`src/l2pc_cfg.svh`:
```
// constants of the cache power, scratch region and ecc control block
//
// Notes on behaviour
// - four-bit power-down register at 0x174
// - bank is thirty-two 2048x64 macros, 512 KB
// - stored word is 72 bits, 8 check bits
// - bit n powers off macros 8n to 8n+7
// - capacity selectable by shutting down macro groups
// - unbacked region allocates into enabled unmasked ways
// - evicted unbacked lines are dropped, no writeback
// - unbacked region is cacheable in first-level caches
// - secded on data and on tag metadata
// - single injection by software, double internal only
// - correctable error fixed and written back at once
// - last corrected address kept, metadata and data
// - each correction raises its event and counts, the count saturating at all ones
// - four error event outputs to interrupt controller
// - event cleared by reading its count register
// - masks limit allocation only, reads hit all
// - way limit resets to 0, only increases
`ifndef L2PC_CFG_SVH
`define L2PC_CFG_SVH
`define L2PC_OFF_CFG 12'h000
`define L2PC_OFF_WAYLIM 12'h008
`define L2PC_OFF_INJ 12'h040
`define L2PC_OFF_TRK 12'h100
`define L2PC_TRK_STRIDE 12'h020
`define L2PC_TRK_AHI 12'h004
`define L2PC_TRK_CNT 12'h008
`define L2PC_OFF_PD 12'h174
`define L2PC_OFF_MASK 12'h800
`define L2PC_MASK_STRIDE 12'h008
`define L2PC_NUM_MASTERS 15
`define L2PC_NUM_WAYS 16
`define L2PC_NUM_TRK 4
`define L2PC_NUM_MACROS 32
`define L2PC_MACROS_PER_GRP 8
`define L2PC_ECC_W 72
`define L2PC_ECC_CHK 7
`define L2PC_INJ_EN_BIT 16
`define L2PC_PD_RST 4'h0
`define L2PC_WAYLIM_RST 8'h00
`define L2PC_CFG_BANKS 8'h04
`define L2PC_CFG_SETS 8'h09
`define L2PC_CFG_BYTES 8'h06
`define L2PC_FULL_KB 12'h800
`define L2PC_GRP_KB 12'h200
`define L2PC_CNT_MAX 32'hFFFF_FFFF
`define L2PC_SCR_BASE 64'h0000_0000_0A00_0000
`define L2PC_SCR_MASK 64'h0000_0000_001F_FFFF
`define L2PC_RESP_OK 2'h0
`define L2PC_RESP_ERR 2'h2
`endif

```
`src/l2pc_pkg.sv`:
```
// types of the cache power, scratch region and ecc control block
package l2pc_pkg;
    typedef enum logic [1:0] {
        L2PC_META_FIX = 2'h0,
        L2PC_META_FAIL = 2'h1,
        L2PC_DATA_FIX = 2'h2,
        L2PC_DATA_FAIL = 2'h3
    } l2pc_trk_id_t;
    typedef struct packed {
        logic [63:0] addr;
        logic [31:0] count;
        logic flag;
    } l2pc_trk_st_t;
    typedef struct packed {
        logic aw_have;
        logic [11:0] aw_addr;
        logic w_have;
        logic [31:0] w_data;
        logic [3:0] w_strb;
        logic bvalid;
        logic [1:0] bresp;
        logic rvalid;
        logic [31:0] rdata;
        logic [1:0] rresp;
        logic [3:0] pd;
        logic [7:0] way_lim;
        logic inj_en;
        logic [6:0] inj_bit;
        logic [14:0][15:0] mask;
        logic enc_valid;
        logic [71:0] enc_word;
        logic chk_valid;
        logic chk_fail;
        logic [63:0] chk_data;
        logic wb_valid;
        logic [63:0] wb_addr;
        logic [71:0] wb_word;
        logic alloc_valid;
        logic alloc_none;
        logic [3:0] alloc_way;
        logic alloc_cacheable;
        logic alloc_unbacked;
        logic evict_writeback;
    } l2pc_ctrl_st_t;
endpackage : l2pc_pkg

```
`src/l2pc_trk_if.sv`:
```
// link between the controller and one error tracker
`timescale 1ns/1ps
interface l2pc_trk_if;
    logic evt;
    logic [63:0] addr;
    logic rd_clr;
    logic [63:0] cap_addr;
    logic [31:0] count;
    logic flag;
    modport trk (input evt, input addr, input rd_clr, output cap_addr, output count, output flag);
    modport ctl (output evt, output addr, output rd_clr, input cap_addr, input count, input flag);
endinterface : l2pc_trk_if
```
`src/l2pc_ctrl.sv`:
```
// cache power-down, unbacked allocation region and ecc tracking control
//
// Our own choice: the AXI4-Lite register port.
`timescale 1ns/1ps
`include "l2pc_cfg.svh"
module l2pc_ctrl (
    input wire logic aclk,
    input wire logic aresetn,
    input wire logic awvalid,
    output logic awready,
    input wire logic [11:0] awaddr,
    input wire logic wvalid,
    output logic wready,
    input wire logic [31:0] wdata,
    input wire logic [3:0] wstrb,
    output logic bvalid,
    input wire logic bready,
    output logic [1:0] bresp,
    input wire logic arvalid,
    output logic arready,
    input wire logic [11:0] araddr,
    output logic rvalid,
    input wire logic rready,
    output logic [31:0] rdata,
    output logic [1:0] rresp,
    output logic [31:0] ram_macro_power_en,
    output logic [11:0] cache_capacity_kb,
    output logic [15:0] cache_way_usable,
    input wire logic alloc_req,
    input wire logic [3:0] alloc_master,
    input wire logic [63:0] alloc_addr,
    input wire logic alloc_mem_cacheable,
    output logic alloc_valid,
    output logic alloc_none,
    output logic [3:0] alloc_way,
    output logic alloc_cacheable,
    output logic alloc_unbacked,
    input wire logic evict_req,
    input wire logic evict_dirty,
    input wire logic [63:0] evict_addr,
    output logic evict_writeback,
    input wire logic enc_req,
    input wire logic [63:0] enc_data,
    input wire logic enc_dbl_inject,
    output logic enc_valid,
    output logic [71:0] enc_word,
    input wire logic chk_req,
    input wire logic chk_meta,
    input wire logic [63:0] chk_addr,
    input wire logic [71:0] chk_word,
    output logic chk_valid,
    output logic chk_fail,
    output logic [63:0] chk_data,
    output logic wb_valid,
    output logic [63:0] wb_addr,
    output logic [71:0] wb_word,
    output logic meta_corrected_event,
    output logic meta_uncorrectable_event,
    output logic data_corrected_event,
    output logic data_uncorrectable_event
);
    l2pc_pkg::l2pc_ctrl_st_t st_q;
    l2pc_pkg::l2pc_ctrl_st_t st_d;
    logic [71:0] enc_raw;
    logic [71:0] fixed_w;
    logic [63:0] fixed_d;
    logic single_c;
    logic double_c;
    logic [3:0] trk_evt;
    logic [3:0] trk_rdclr;
    logic [3:0] trk_flag;
    logic [63:0] trk_addr [4];
    logic [31:0] trk_cnt [4];

    function automatic logic [31:0] wmerge(input logic [31:0] old, input logic [31:0] d,
                                           input logic [3:0] strb);
        logic [31:0] r;
        r = old;
        for (int b = 0; b < 4; b++) begin
            if (strb[b]) r[8*b +: 8] = d[8*b +: 8];
        end
        return r;
    endfunction : wmerge

    function automatic logic [11:0] trk_off(input int t, input logic [11:0] sub);
        return 12'(`L2PC_OFF_TRK + t * `L2PC_TRK_STRIDE + sub);
    endfunction : trk_off

    function automatic logic [11:0] mask_off(input int m);
        return 12'(`L2PC_OFF_MASK + m * `L2PC_MASK_STRIDE);
    endfunction : mask_off

    function automatic logic mapped(input logic [11:0] a);
        logic r;
        r = (a == `L2PC_OFF_CFG) || (a == `L2PC_OFF_WAYLIM) || (a == `L2PC_OFF_INJ)
            || (a == `L2PC_OFF_PD);
        for (int t = 0; t < `L2PC_NUM_TRK; t++) begin
            if (a == trk_off(t, 12'h000) || a == trk_off(t, `L2PC_TRK_AHI)
                || a == trk_off(t, `L2PC_TRK_CNT)) r = 1'b1;
        end
        for (int m = 0; m < `L2PC_NUM_MASTERS; m++) begin
            if (a == mask_off(m) || a == 12'(mask_off(m) + 12'h004)) r = 1'b1;
        end
        return r;
    endfunction : mapped

    function automatic logic in_scr(input logic [63:0] a);
        return (a & ~`L2PC_SCR_MASK) == `L2PC_SCR_BASE;
    endfunction : in_scr

    // ----------------------------------------------------------------
    // ecc and error trackers
    // ----------------------------------------------------------------
    l2pc_secded u_secded (
        .enc_data(enc_data),
        .enc_word(enc_raw),
        .chk_word(chk_word),
        .chk_fixed(fixed_w),
        .chk_data(fixed_d),
        .chk_single(single_c),
        .chk_double(double_c)
    );

    assign trk_evt[l2pc_pkg::L2PC_META_FIX] = chk_req && chk_meta && single_c;
    assign trk_evt[l2pc_pkg::L2PC_META_FAIL] = chk_req && chk_meta && double_c;
    assign trk_evt[l2pc_pkg::L2PC_DATA_FIX] = chk_req && !chk_meta && single_c;
    assign trk_evt[l2pc_pkg::L2PC_DATA_FAIL] = chk_req && !chk_meta && double_c;

    l2pc_trk_if trk_if [4] ();

    for (genvar g = 0; g < `L2PC_NUM_TRK; g++) begin : g_trk
        assign trk_if[g].evt = trk_evt[g];
        assign trk_if[g].addr = chk_addr;
        assign trk_if[g].rd_clr = trk_rdclr[g];
        assign trk_addr[g] = trk_if[g].cap_addr;
        assign trk_cnt[g] = trk_if[g].count;
        assign trk_flag[g] = trk_if[g].flag;
        l2pc_err_track u_trk (
            .aclk(aclk),
            .aresetn(aresetn),
            .trk(trk_if[g])
        );
    end

    // count reads clear their event
    always_comb begin
        for (int t = 0; t < `L2PC_NUM_TRK; t++) begin
            trk_rdclr[t] = arvalid && arready && (araddr == trk_off(t, `L2PC_TRK_CNT));
        end
    end

    // ----------------------------------------------------------------
    // next state
    // ----------------------------------------------------------------
    always_comb begin
        logic [31:0] wv;
        logic [31:0] rv;
        logic [15:0] mm;
        st_d = st_q;
        wv = '0;
        rv = '0;
        mm = '1;
        if (awvalid && awready) begin
            st_d.aw_have = 1'b1;
            st_d.aw_addr = awaddr;
        end
        if (wvalid && wready) begin
            st_d.w_have = 1'b1;
            st_d.w_data = wdata;
            st_d.w_strb = wstrb;
        end
        if (st_q.bvalid && bready) st_d.bvalid = 1'b0;
        // one-shot injection is spent on the next encoded write
        if (enc_req && st_q.inj_en) st_d.inj_en = 1'b0;
        if (st_q.aw_have && st_q.w_have && !st_q.bvalid) begin
            st_d.aw_have = 1'b0;
            st_d.w_have = 1'b0;
            st_d.bvalid = 1'b1;
            st_d.bresp = mapped(st_q.aw_addr) ? `L2PC_RESP_OK : `L2PC_RESP_ERR;
            case (st_q.aw_addr)
                `L2PC_OFF_PD: begin
                    wv = wmerge({28'h0, st_q.pd}, st_q.w_data, st_q.w_strb);
                    st_d.pd = wv[3:0];
                end
                `L2PC_OFF_WAYLIM: begin
                    wv = wmerge({24'h0, st_q.way_lim}, st_q.w_data, st_q.w_strb);
                    if (wv[7:0] > st_q.way_lim) st_d.way_lim = wv[7:0];
                end
                `L2PC_OFF_INJ: begin
                    wv = wmerge({15'h0, st_q.inj_en, 9'h0, st_q.inj_bit}, st_q.w_data,
                                st_q.w_strb);
                    st_d.inj_en = wv[`L2PC_INJ_EN_BIT];
                    st_d.inj_bit = wv[6:0];
                end
                default: begin
                    for (int m = 0; m < `L2PC_NUM_MASTERS; m++) begin
                        if (st_q.aw_addr == mask_off(m)) begin
                            wv = wmerge({16'h0, st_q.mask[m]}, st_q.w_data, st_q.w_strb);
                            st_d.mask[m] = wv[15:0];
                        end
                    end
                end
            endcase
        end
        if (st_q.rvalid && rready) st_d.rvalid = 1'b0;
        if (arvalid && arready) begin
            case (araddr)
                `L2PC_OFF_CFG: rv = {`L2PC_CFG_BYTES, `L2PC_CFG_SETS,
                                     8'(st_q.way_lim + 8'h01), `L2PC_CFG_BANKS};
                `L2PC_OFF_WAYLIM: rv = {24'h0, st_q.way_lim};
                `L2PC_OFF_INJ: rv = {15'h0, st_q.inj_en, 9'h0, st_q.inj_bit};
                `L2PC_OFF_PD: rv = {28'h0, st_q.pd};
                default: begin
                    for (int t = 0; t < `L2PC_NUM_TRK; t++) begin
                        if (araddr == trk_off(t, 12'h000)) rv = trk_addr[t][31:0];
                        if (araddr == trk_off(t, `L2PC_TRK_AHI)) rv = trk_addr[t][63:32];
                        if (araddr == trk_off(t, `L2PC_TRK_CNT)) rv = trk_cnt[t];
                    end
                    for (int m = 0; m < `L2PC_NUM_MASTERS; m++) begin
                        if (araddr == mask_off(m)) rv = {16'h0, st_q.mask[m]};
                    end
                end
            endcase
            st_d.rvalid = 1'b1;
            st_d.rdata = rv;
            st_d.rresp = mapped(araddr) ? `L2PC_RESP_OK : `L2PC_RESP_ERR;
        end

        // ------------------------------------------------------------
        // allocation and eviction
        // ------------------------------------------------------------
        st_d.alloc_valid = alloc_req;
        st_d.alloc_none = 1'b1;
        st_d.alloc_way = '0;
        if (alloc_master < 4'(`L2PC_NUM_MASTERS)) mm = st_q.mask[alloc_master];
        for (int w = `L2PC_NUM_WAYS - 1; w >= 0; w--) begin
            if (8'(w) <= st_q.way_lim && !mm[w]) begin
                st_d.alloc_none = 1'b0;
                st_d.alloc_way = 4'(w);
            end
        end
        st_d.alloc_unbacked = in_scr(alloc_addr);
        st_d.alloc_cacheable = in_scr(alloc_addr) || alloc_mem_cacheable;
        st_d.evict_writeback = evict_req && evict_dirty && !in_scr(evict_addr);

        // ------------------------------------------------------------
        // ecc datapath
        // ------------------------------------------------------------
        st_d.enc_valid = enc_req;
        st_d.enc_word = enc_raw;
        if (st_q.inj_en && st_q.inj_bit < 7'(`L2PC_ECC_W)) begin
            st_d.enc_word[st_q.inj_bit] = !enc_raw[st_q.inj_bit];
        end
        if (enc_dbl_inject) st_d.enc_word[1:0] = ~st_d.enc_word[1:0];
        st_d.chk_valid = chk_req;
        st_d.chk_fail = chk_req && double_c;
        st_d.chk_data = fixed_d;
        st_d.wb_valid = chk_req && single_c;
        st_d.wb_word = fixed_w;
        st_d.wb_addr = chk_addr;
    end

    always_ff @(posedge aclk) begin
        if (!aresetn) begin
            st_q <= '0;
            st_q.pd <= `L2PC_PD_RST;
            st_q.way_lim <= `L2PC_WAYLIM_RST;
        end else begin
            st_q <= st_d;
        end
    end

    // ----------------------------------------------------------------
    // outputs
    // ----------------------------------------------------------------
    assign awready = !st_q.aw_have && !st_q.bvalid;
    assign wready = !st_q.w_have && !st_q.bvalid;
    assign bvalid = st_q.bvalid;
    assign bresp = st_q.bresp;
    assign arready = !st_q.rvalid;
    assign rvalid = st_q.rvalid;
    assign rdata = st_q.rdata;
    assign rresp = st_q.rresp;

    // one enable per macro position, shared by all four banks
    always_comb begin
        cache_capacity_kb = `L2PC_FULL_KB;
        for (int m = 0; m < `L2PC_NUM_MACROS; m++) begin
            ram_macro_power_en[m] = !st_q.pd[m / `L2PC_MACROS_PER_GRP];
        end
        for (int n = 0; n < 4; n++) begin
            if (st_q.pd[n]) cache_capacity_kb = cache_capacity_kb - `L2PC_GRP_KB;
        end
        for (int w = 0; w < `L2PC_NUM_WAYS; w++) begin
            cache_way_usable[w] = 8'(w) <= st_q.way_lim;
        end
    end

    assign alloc_valid = st_q.alloc_valid;
    assign alloc_none = st_q.alloc_none;
    assign alloc_way = st_q.alloc_way;
    assign alloc_cacheable = st_q.alloc_cacheable;
    assign alloc_unbacked = st_q.alloc_unbacked;
    assign evict_writeback = st_q.evict_writeback;
    assign enc_valid = st_q.enc_valid;
    assign enc_word = st_q.enc_word;
    assign chk_valid = st_q.chk_valid;
    assign chk_fail = st_q.chk_fail;
    assign chk_data = st_q.chk_data;
    assign wb_valid = st_q.wb_valid;
    assign wb_addr = st_q.wb_addr;
    assign wb_word = st_q.wb_word;
    assign meta_corrected_event = trk_flag[l2pc_pkg::L2PC_META_FIX];
    assign meta_uncorrectable_event = trk_flag[l2pc_pkg::L2PC_META_FAIL];
    assign data_corrected_event = trk_flag[l2pc_pkg::L2PC_DATA_FIX];
    assign data_uncorrectable_event = trk_flag[l2pc_pkg::L2PC_DATA_FAIL];
endmodule : l2pc_ctrl

```
`src/l2pc_err_track.sv`:
```
// address capture, counter and sticky event of one error class
`timescale 1ns/1ps
`include "l2pc_cfg.svh"
module l2pc_err_track (
    input wire logic aclk,
    input wire logic aresetn,
    l2pc_trk_if.trk trk
);
    l2pc_pkg::l2pc_trk_st_t st_q;
    l2pc_pkg::l2pc_trk_st_t st_d;

    // a new error in the clearing cycle keeps the event set
    always_comb begin
        st_d = st_q;
        if (trk.rd_clr) st_d.flag = 1'b0;
        if (trk.evt) begin
            st_d.addr = trk.addr;
            if (st_q.count != `L2PC_CNT_MAX) st_d.count = st_q.count + 32'h1;
            st_d.flag = 1'b1;
        end
    end

    always_ff @(posedge aclk) begin
        if (!aresetn) st_q <= '0;
        else st_q <= st_d;
    end

    assign trk.cap_addr = st_q.addr;
    assign trk.count = st_q.count;
    assign trk.flag = st_q.flag;
endmodule : l2pc_err_track

```
`src/l2pc_secded.sv`:
```
// secded encoder and checker for 64 data bits in a 72-bit word
`timescale 1ns/1ps
`include "l2pc_cfg.svh"
module l2pc_secded (
    input wire logic [63:0] enc_data,
    output logic [71:0] enc_word,
    input wire logic [71:0] chk_word,
    output logic [71:0] chk_fixed,
    output logic [63:0] chk_data,
    output logic chk_single,
    output logic chk_double
);
    logic [71:0] place_w;
    logic [6:0] enc_s;
    logic [6:0] chk_s;

    function automatic logic [6:0] synd(input logic [71:0] w);
        logic [6:0] s;
        s = '0;
        for (int i = 1; i < `L2PC_ECC_W; i++) begin
            if (w[i]) s = s ^ 7'(i);
        end
        return s;
    endfunction : synd

    // data bits sit at the positions from 3 up that are not powers of two
    always_comb begin
        int j;
        j = 0;
        place_w = '0;
        chk_data = '0;
        for (int i = 3; i < `L2PC_ECC_W; i++) begin
            if ((i & (i - 1)) != 0) begin
                place_w[i] = enc_data[j];
                chk_data[j] = chk_fixed[i];
                j = j + 1;
            end
        end
    end

    always_comb begin
        enc_s = synd(place_w);
        enc_word = place_w;
        for (int k = 0; k < `L2PC_ECC_CHK; k++) begin
            enc_word[1 << k] = enc_s[k];
        end
        enc_word[0] = ^enc_word[71:1];
    end

    // odd overall parity with a syndrome inside the word is one bad bit
    always_comb begin
        chk_s = synd(chk_word);
        chk_single = (^chk_word) && (chk_s < 7'(`L2PC_ECC_W));
        chk_double = !chk_single && ((chk_s != '0) || (^chk_word));
        chk_fixed = chk_word;
        if (chk_single) chk_fixed[chk_s] = !chk_word[chk_s];
    end
endmodule : l2pc_secded

```
`config.mk`:
```
export PLATFORM = sky130hd
export DESIGN_NAME = l2pc_ctrl
export DESIGN_NICKNAME = d
export VERILOG_FILES = /design/src/l2pc_pkg.sv /design/src/l2pc_trk_if.sv /design/src/l2pc_ctrl.sv /design/src/l2pc_err_track.sv /design/src/l2pc_secded.sv
export VERILOG_INCLUDE_DIRS = /design/src
export SDC_FILE = /design/constraint.sdc
export NUM_CORES = 2
export LEC_CHECK = 0
export BUFFER_PORTS_ARGS = -buffer_cell sky130_fd_sc_hd__buf_4
export CORE_ASPECT_RATIO = 1.25
export CORE_MARGIN = 3
export CORE_UTILIZATION = 45
export CTS_BUF_LIST = sky130_fd_sc_hd__clkbuf_8
export CTS_CLUSTER_DIAMETER = 120
export CTS_CLUSTER_SIZE = 16
export DETAILED_ROUTE_END_ITERATION = 12
export MAX_ROUTING_LAYER = met4
export PLACE_DENSITY = 0.66
export SETUP_SLACK_MARGIN = 0.5
export SLEW_MARGIN = 10
export SYNTH_ARGS = -nofsm -noshare
export SYNTH_HDL_FRONTEND = slang
export SYNTH_SLANG_ARGS = --single-unit
```
`constraint.sdc`:
```
create_clock -name aclk -period 7.17 [get_ports aclk]
set_input_delay 0.717 -clock aclk [delete_from_list [all_inputs] [get_ports aclk]]
set_output_delay 0.717 -clock aclk [all_outputs]
set_load 0.02 [all_outputs]
```
# Word level (Yosys, flattened, before mapping)
# Cells that the tools add are included.
[totals]
n_memories = 0
romBits = 0
latch_bits = 0
input_bits = 407
out_inout_bits = 390
ramBits = 0
ff_bits = 1005
[classes]
n_lt_le_gt_ge = 25
eq_ne = 97
n_bitwise = 136
add_sub_neg = 8
mul = 0
n_reduce_logical = 183
mux = 306
div = 0
shifts = 0
[op_table]
columns = ["operator", "count"]
rows = [
  ["32-bit 2-to-1 mux", 27],
  ["12-bit == test, second input constant", 60],
  ["6-bit 2-to-1 mux", 63],
  ["12-bit by 9-bit == test with 1-bit output, second input constant", 26],
  ["16-bit 2-to-1 mux", 17],
  ["8-bit 2-to-1 mux", 34],
  ["248-bit 2-to-1 mux", 1],
  ["240-bit 2-to-1 mux", 1],
  ["5-bit 2-to-1 mux", 32],
  ["72-bit bitwise mux", 2],
  ["72-bit 2-to-1 mux", 2],
  ["3-bit inverter", 46],
  ["32-bit by 1-bit adder with 32-bit output, second input constant", 4],
  ["32-bit != test, second input constant", 4],
  ["4-bit inverter", 32],
  ["32-bit one-hot mux with 4 select lines", 1],
  ["4-bit AND reduction", 30],
  ["7-bit 2-to-1 mux", 16],
  ["4-bit 2-to-1 mux", 22],
  ["43-bit by 7-bit == test with 1-bit output, second input constant", 2],
  ["2-bit inverter", 36],
  ["72-bit XOR reduction", 1],
  ["71-bit XOR reduction", 1],
  ["16-bit binary-select mux with 4-bit select", 1],
  ["39 further kinds", 294],
]

# Logic depth before layout (Yosys ltp)
[depth]
ltp_word = 141
mapped_depth = 16
ltp_nobuf = 14

# By module
# A second synthesis with hierarchy kept.
[hier_totals]
cells_unflattened = 6504
hier_area_um2 = 56376.6
[by_module_without_submodules]
columns = ["module", "area_per_inst_um2", "cells_each", "n_inst", "seq_area_each_um2"]
rows = [
  ["l2pc_ctrl", 35336.4, 4181, 1, 12311.8],
  ["l2pc_err_track", 3883.7, 405, 4, 1941.9],
  ["l2pc_secded", 5505.3, 703, 1, 0.0],
]

# Worst setup path before layout
# Ideal clock, no wire load.
[synth_timing]
path_kind = "input-to-reg"
startpoint = "input port chk_word[47]"
endpoint = "register g_trk[2].u_trk.st_q, in the netlist g_trk[2].u_trk.trk.count[25]"
setup_ns = 0.115
setup_slack_ns = 3.130
stages = 13
arrival_ns = 3.925
cell_sequence = "xor2_1 xnor2_1 xnor3_2 xnor3_1 xor2_2 o31ai_2 and4_1 buf_2 nand3_1 nor4_1 nand2_1 xnor2_1 and2_1"
[synth_via]
elab_chain_len = 45
[synth_rtl]
columns = ["item", "line_no", "text"]
rows = [
  ["start: declaration", "l2pc_ctrl.sv:50", "input wire logic [71:0] chk_word,"],
  ["6-bit 2-to-1 mux", "l2pc_secded.sv:21", "if (w[i]) s = s ^ 7'(i);"],
  ["2-bit inverter (no source line)", "-", ""],
  ["6-bit 2-to-1 mux", "l2pc_secded.sv:21", ""],
  ["3-bit inverter (no source line)", "-", ""],
  ["6-bit 2-to-1 mux", "l2pc_secded.sv:21", ""],
  ["3-bit inverter (no source line)", "-", ""],
  ["6-bit 2-to-1 mux", "l2pc_secded.sv:21", ""],
  ["4-bit inverter (no source line)", "-", ""],
  ["(+22 left out)", "-", ""],
  ["6-bit 2-to-1 mux", "l2pc_secded.sv:21", ""],
  ["6-bit inverter (no source line)", "-", ""],
  ["6-bit 2-to-1 mux", "l2pc_secded.sv:21", ""],
  ["7-bit 2-to-1 mux (8 in a row)", "l2pc_secded.sv:21", ""],
  ["7-bit less-than comparator", "l2pc_secded.sv:53", "chk_single = (^chk_word) && (chk_s < 7'(`L2PC_ECC_W));"],
  ["1-bit logical AND (*)", "l2pc_secded.sv:53", ""],
  ["1-bit logical AND (*)", "l2pc_ctrl.sv:126", "assign trk_evt[l2pc_pkg::L2PC_DATA_FIX] = chk_req && !chk_meta && single_c;"],
  ["2-bit AND reduction (no source line) (*)", "-", ""],
  ["end signal: assignment", "l2pc_err_track.sv:25", "else st_q <= st_d;"],
  ["end: declaration", "l2pc_err_track.sv:9", "l2pc_pkg::l2pc_trk_st_t st_q;"],
]
# Every way passes the cells marked *; elsewhere a longest branch is shown, timed or not.
# A chain may end at the register's enable or synchronous reset.

# Worst setup path after layout
[layout_timing]
startpoint = "input port chk_word[55]"
endpoint = "register st_q, in the netlist chk_data[15]"
[layout_via]
elab_chain_len = 31
[layout_rtl]
columns = ["item", "line_no", "text"]
rows = [
  ["6-bit 2-to-1 mux", "l2pc_secded.sv:21", ""],
  ["6-bit 2-to-1 mux / 3-bit inverter (equally long branches)", "-", ""],
  ["4-bit inverter (no source line) / 6-bit 2-to-1 mux (equally long branches)", "-", ""],
  ["6-bit 2-to-1 mux / 4-bit inverter (equally long branches)", "-", ""],
  ["6-bit 2-to-1 mux", "l2pc_secded.sv:21", ""],
  ["5-bit inverter (no source line) / 4-bit inverter (equally long branches)", "-", ""],
  ["6-bit 2-to-1 mux", "l2pc_secded.sv:21", ""],
  ["6-bit 2-to-1 mux / 5-bit inverter (equally long branches)", "-", ""],
  ["(+15 left out)", "-", ""],
  ["4-bit inverter (no source line) / 7-bit 2-to-1 mux (equally long branches)", "-", ""],
  ["7-bit 2-to-1 mux", "l2pc_secded.sv:21", ""],
  ["7-bit by 8-bit less-than comparator with 1-bit output (implied by the code) / 7-bit by 1-bit >= comparator with 1-bit output (equally long branches)", "l2pc_secded.sv:56", "if (chk_single) chk_fixed[chk_s] = !chk_word[chk_s];"],
  ["1-bit logical AND (implied by the code)", "l2pc_secded.sv:56", ""],
  ["1-bit 2-to-1 mux (implied by the code)", "l2pc_secded.sv:56", ""],
  ["1-bit demux with 7-bit select", "l2pc_secded.sv:56", ""],
  ["72-bit bitwise mux", "l2pc_secded.sv:56", ""],
  ["72-bit 2-to-1 mux (*)", "l2pc_secded.sv:56", ""],
  ["end signal: assignment", "l2pc_ctrl.sv:269", "st_q <= st_d;"],
  ["end: declaration", "l2pc_ctrl.sv:62", "l2pc_pkg::l2pc_ctrl_st_t st_q;"],
]
# Every way passes the cells marked *; elsewhere a longest branch is shown, timed or not. The select of a mux whose other input is x is not followed.

==> flow_summary_export.csv <==
group,metric,value,unit
synth,synth_top_family_by_area,"simple AND/OR/NAND/NOR gates",
synth,synth_adder_area_share,0.498,%
min_path,hold_path_class,"in2reg",
timing,worstMarginPinSlew,1.34,ns
global_routing,antenna_found_initial,31,
layout,fin_util,50.3,%
synth,ys_seq_area_share,38.1,%
critical_path,crit_fanout,56,
clock_network,cts-root-buf,"clkbuf_8",
global_routing,grt_pass1_wl,298000,µm
timing,fin_skew,0.0484,ns
critical_path,cp_data_arrival_time,5.58,ns
timing,grt_setup_unrepaired,"no",
layout,final_cell_mix,"938 x dfxtp_1, 887 x nand2_1, 828 x buf_4",
timing,post-route-period-util,68.2,%
min_path,min_to,"rvalid",
power_and_ir_drop,p_leak,20.6,nW
synth,synth-compound-area-share,15.2,%
critical_path,cp.required,7.86,ns
critical_path,cp-end-kind,"flop",
clock_network,post_cts_buffers,0,
placed_design,io_buffers,726,
timing,slew_headroom,9.97,%
layout,final_common_cell,"dfxtp_1",
global_routing,grt_pass1_vias,42123,
timing,period_minus_slack,4.89,ns
critical_path,path_cells,"buf_4 > xor2_1 > xnor2_1 > xnor2_1 > xnor3_2 > xor2_2 > a21o_1 > o22ai_1 > or4_1 > a211oi_1 > o311ai_4 > buf_4 > o311a_1",
timing,fmax,0.205,GHz
detailed_routing,post-route-drc-count,0,
timing,setup_slack,2.28,ns
die,die_w,302,µm
die,io_pins,797,
timing,drv_slew,0,
clock_network,cts.sinks,939,
clock_network,clk_pin_slew,0.14,ns
die,dieArea,0.114,mm²
critical_path,critPathSlowestCell,"a21o_1",
synth,syn_area,0.0493,mm²
synth,synth_cells,5942,
layout,fin_cells,7593,
detailed_routing,routed_wl,211000,µm
clock_network,cts_tree,"done",
run,cap_viol_max_count,0,
clock_network,max-clock-path-buffers,3,
critical_path,max_stage_delay,0.80,ns
critical_path,path_buf_inv,2,
placed_design,dpl.hpwl,158000,µm
synth,ys_types,83,
critical_path,crit_type,"in2reg",
synth,synth-seq-cells,939,
global_routing,grt_remaining_overflow,0,
synth,avgSynthCellArea,8.29,µm²
timing,setup_violations,0,
synth,async_flop_share,0,%
clock_network,numCtsBuffers,68,
layout,drive_gt1_share,17.6,%
detailed_routing,via_count,45856,
critical_path,worst-r2r-cell-count,10,
power_and_ir_drop,ir_drop,470,µV
detailed_routing,wl_per_cell,27.8,µm
placed_design,gp_congestion,1.03,
clock_network,cts_max_level,3,
synth,synth_top_area_share,38.1,%
global_routing,grt_start_max_net_pins,219,
power_and_ir_drop,power,15.7,mW
critical_path,cpLargestDelayFamily,"compound AO/OA/AOI/OAI gates",
die,rows,135,
die,start_util,45.4,%
critical_path,reg2reg_slack,2.83,ns
layout,area_growth,10.8,%
placed_design,placedInstanceArea,0.0535,mm²
synth,synthXorXnorAreaFrac,7.43,%
synth,ys.warnings.count,0,
timing,finalSetupTns,0,ns
min_path,worstHoldStart,"rready",
synth,synthMuxAreaShare,10.8,%
synth,ys.flop_type,"dfxtp_1",
die,core,0.108,mm²
placed_design,dp.cells,7489,
min_path,hold_depth,2,
power_and_ir_drop,powerDensity,287,mW/mm²
timing,finalHoldViolations,0,
critical_path,cp-start-kind,"input port",
outcome,status,"completed",
synth,synthSimpleGateAreaFrac,19.2,%
critical_path,r2r_end,"enc_word[3]",
timing,holdWs,0.0879,ns
detailed_routing,viasPerCell,6.04,
clock_network,postCtsHoldBufs,0,
detailed_routing,dr.pass1.iters,7,
die,dieHeight,376,µm
detailed_routing,postRouteAntennaNets,0,
layout,final_nets,6547,
detailed_routing,drt_iter0_markers,5413,
layout,design_area,0.0546,mm²
clock_network,clk_latency,0.79,ns
critical_path,rr_startpoint,"st_q[527]",
synth,yosysTopAreaCell,"dfxtp_1",
placed_design,place_ws,1.59,ns
global_routing,grt_usage,36.6,%
synth,synthTopCellsByArea,"dfxtp_1 38%, mux2i_1 7.8%, nand2_1 6.8%, nor2_1 5.5%, buf_4 5.3%",
clock_network,cts_resized,0,
synth,synth-edff-count,0,
==> routing by layer <==
layer	up-vias	global-route usage, %	share of wire [%]
li1	20583	-	-
met1	22034	42.7	37
met2	2655	56.8	46
met3	584	7.58	9.5
met4	0	24.5	7.8
met5	-	-	0
==> synth_stat cells, types with 18 or more instances <==
cell,number
ha_1,18
a31oi_1,36
o221ai_1,49
nand4_1,42
a211oi_1,32
o21ai_0,237
nor2_1,728
o211ai_1,24
or3_1,31
clkbuf_1,347
inv_1,43
nor3_1,69
and3_1,48
xor2_1,99
a22oi_1,50
xnor2_1,229
mux2_2,19
nor2b_1,18
o22ai_1,40
dfxtp_1,939
and2_1,91
a221oi_1,56
nand2_1,887
mux2i_1,382
o2111ai_1,18
nor4_1,41
xnor3_1,25
o221a_2,19
nand3_1,146
mux4_2,58
buf_4,351
a21oi_1,521
==> flip-flops by register name, summed over array words and instances (netlist names), 8 cells and up <==
signal	count
wb_addr	64
wb_word	8
st_q	294
enc_word	72
g_trk.u_trk.trk.cap_addr	256
chk_data	64
rdata	32
g_trk.u_trk.trk.count	128
==> layout make-up <==
class,count,area [µm²]
Inverter,44,173
Clock buffer,70,963
Fill cell,10629,53900
Antenna cell,28,70.1
Tap cell,1438,1800
Sequential cell,939,18800
Timing Repair Buffer,832,6300
Multi-Input combinational cell,4236,26400
Clock inverter,6,46.3
==> cells by family after synthesis <==
group,after synthesis
AO/OA/AOI/OAI,1210
other,2
XOR/XNOR,365
AND/OR/NAND/NOR,2171
buffers and inverters,777
adder cells (fa/ha/maj),19
multiplexers,459
flip-flops,939
==> worst max path at each step <==
stage	to	slack, ns	cells past startpoint	startpoint
finish	chk_data[15]	2.28	13	chk_word[55]
global route	wb_word[0]	2.06	14	chk_word[55]
CTS	chk_data[15]	2.46	13	chk_word[55]
detailed placement	chk_data[15]	1.59	13	chk_word[55]
global placement	chk_data[15]	1.62	13	chk_word[55]
floorplan	g_trk[2].u_trk.trk.count[25]	3.13	13	chk_word[47]
==> power by group <==
group / total, mW / switching [mW] / internal, mW
logic: 6.72 / 4.57 / 2.15
registers: 6.24 / 0.397 / 5.84
clock network: 2.72 / 1.83 / 0.891
(Power assumes the default switching activity.)
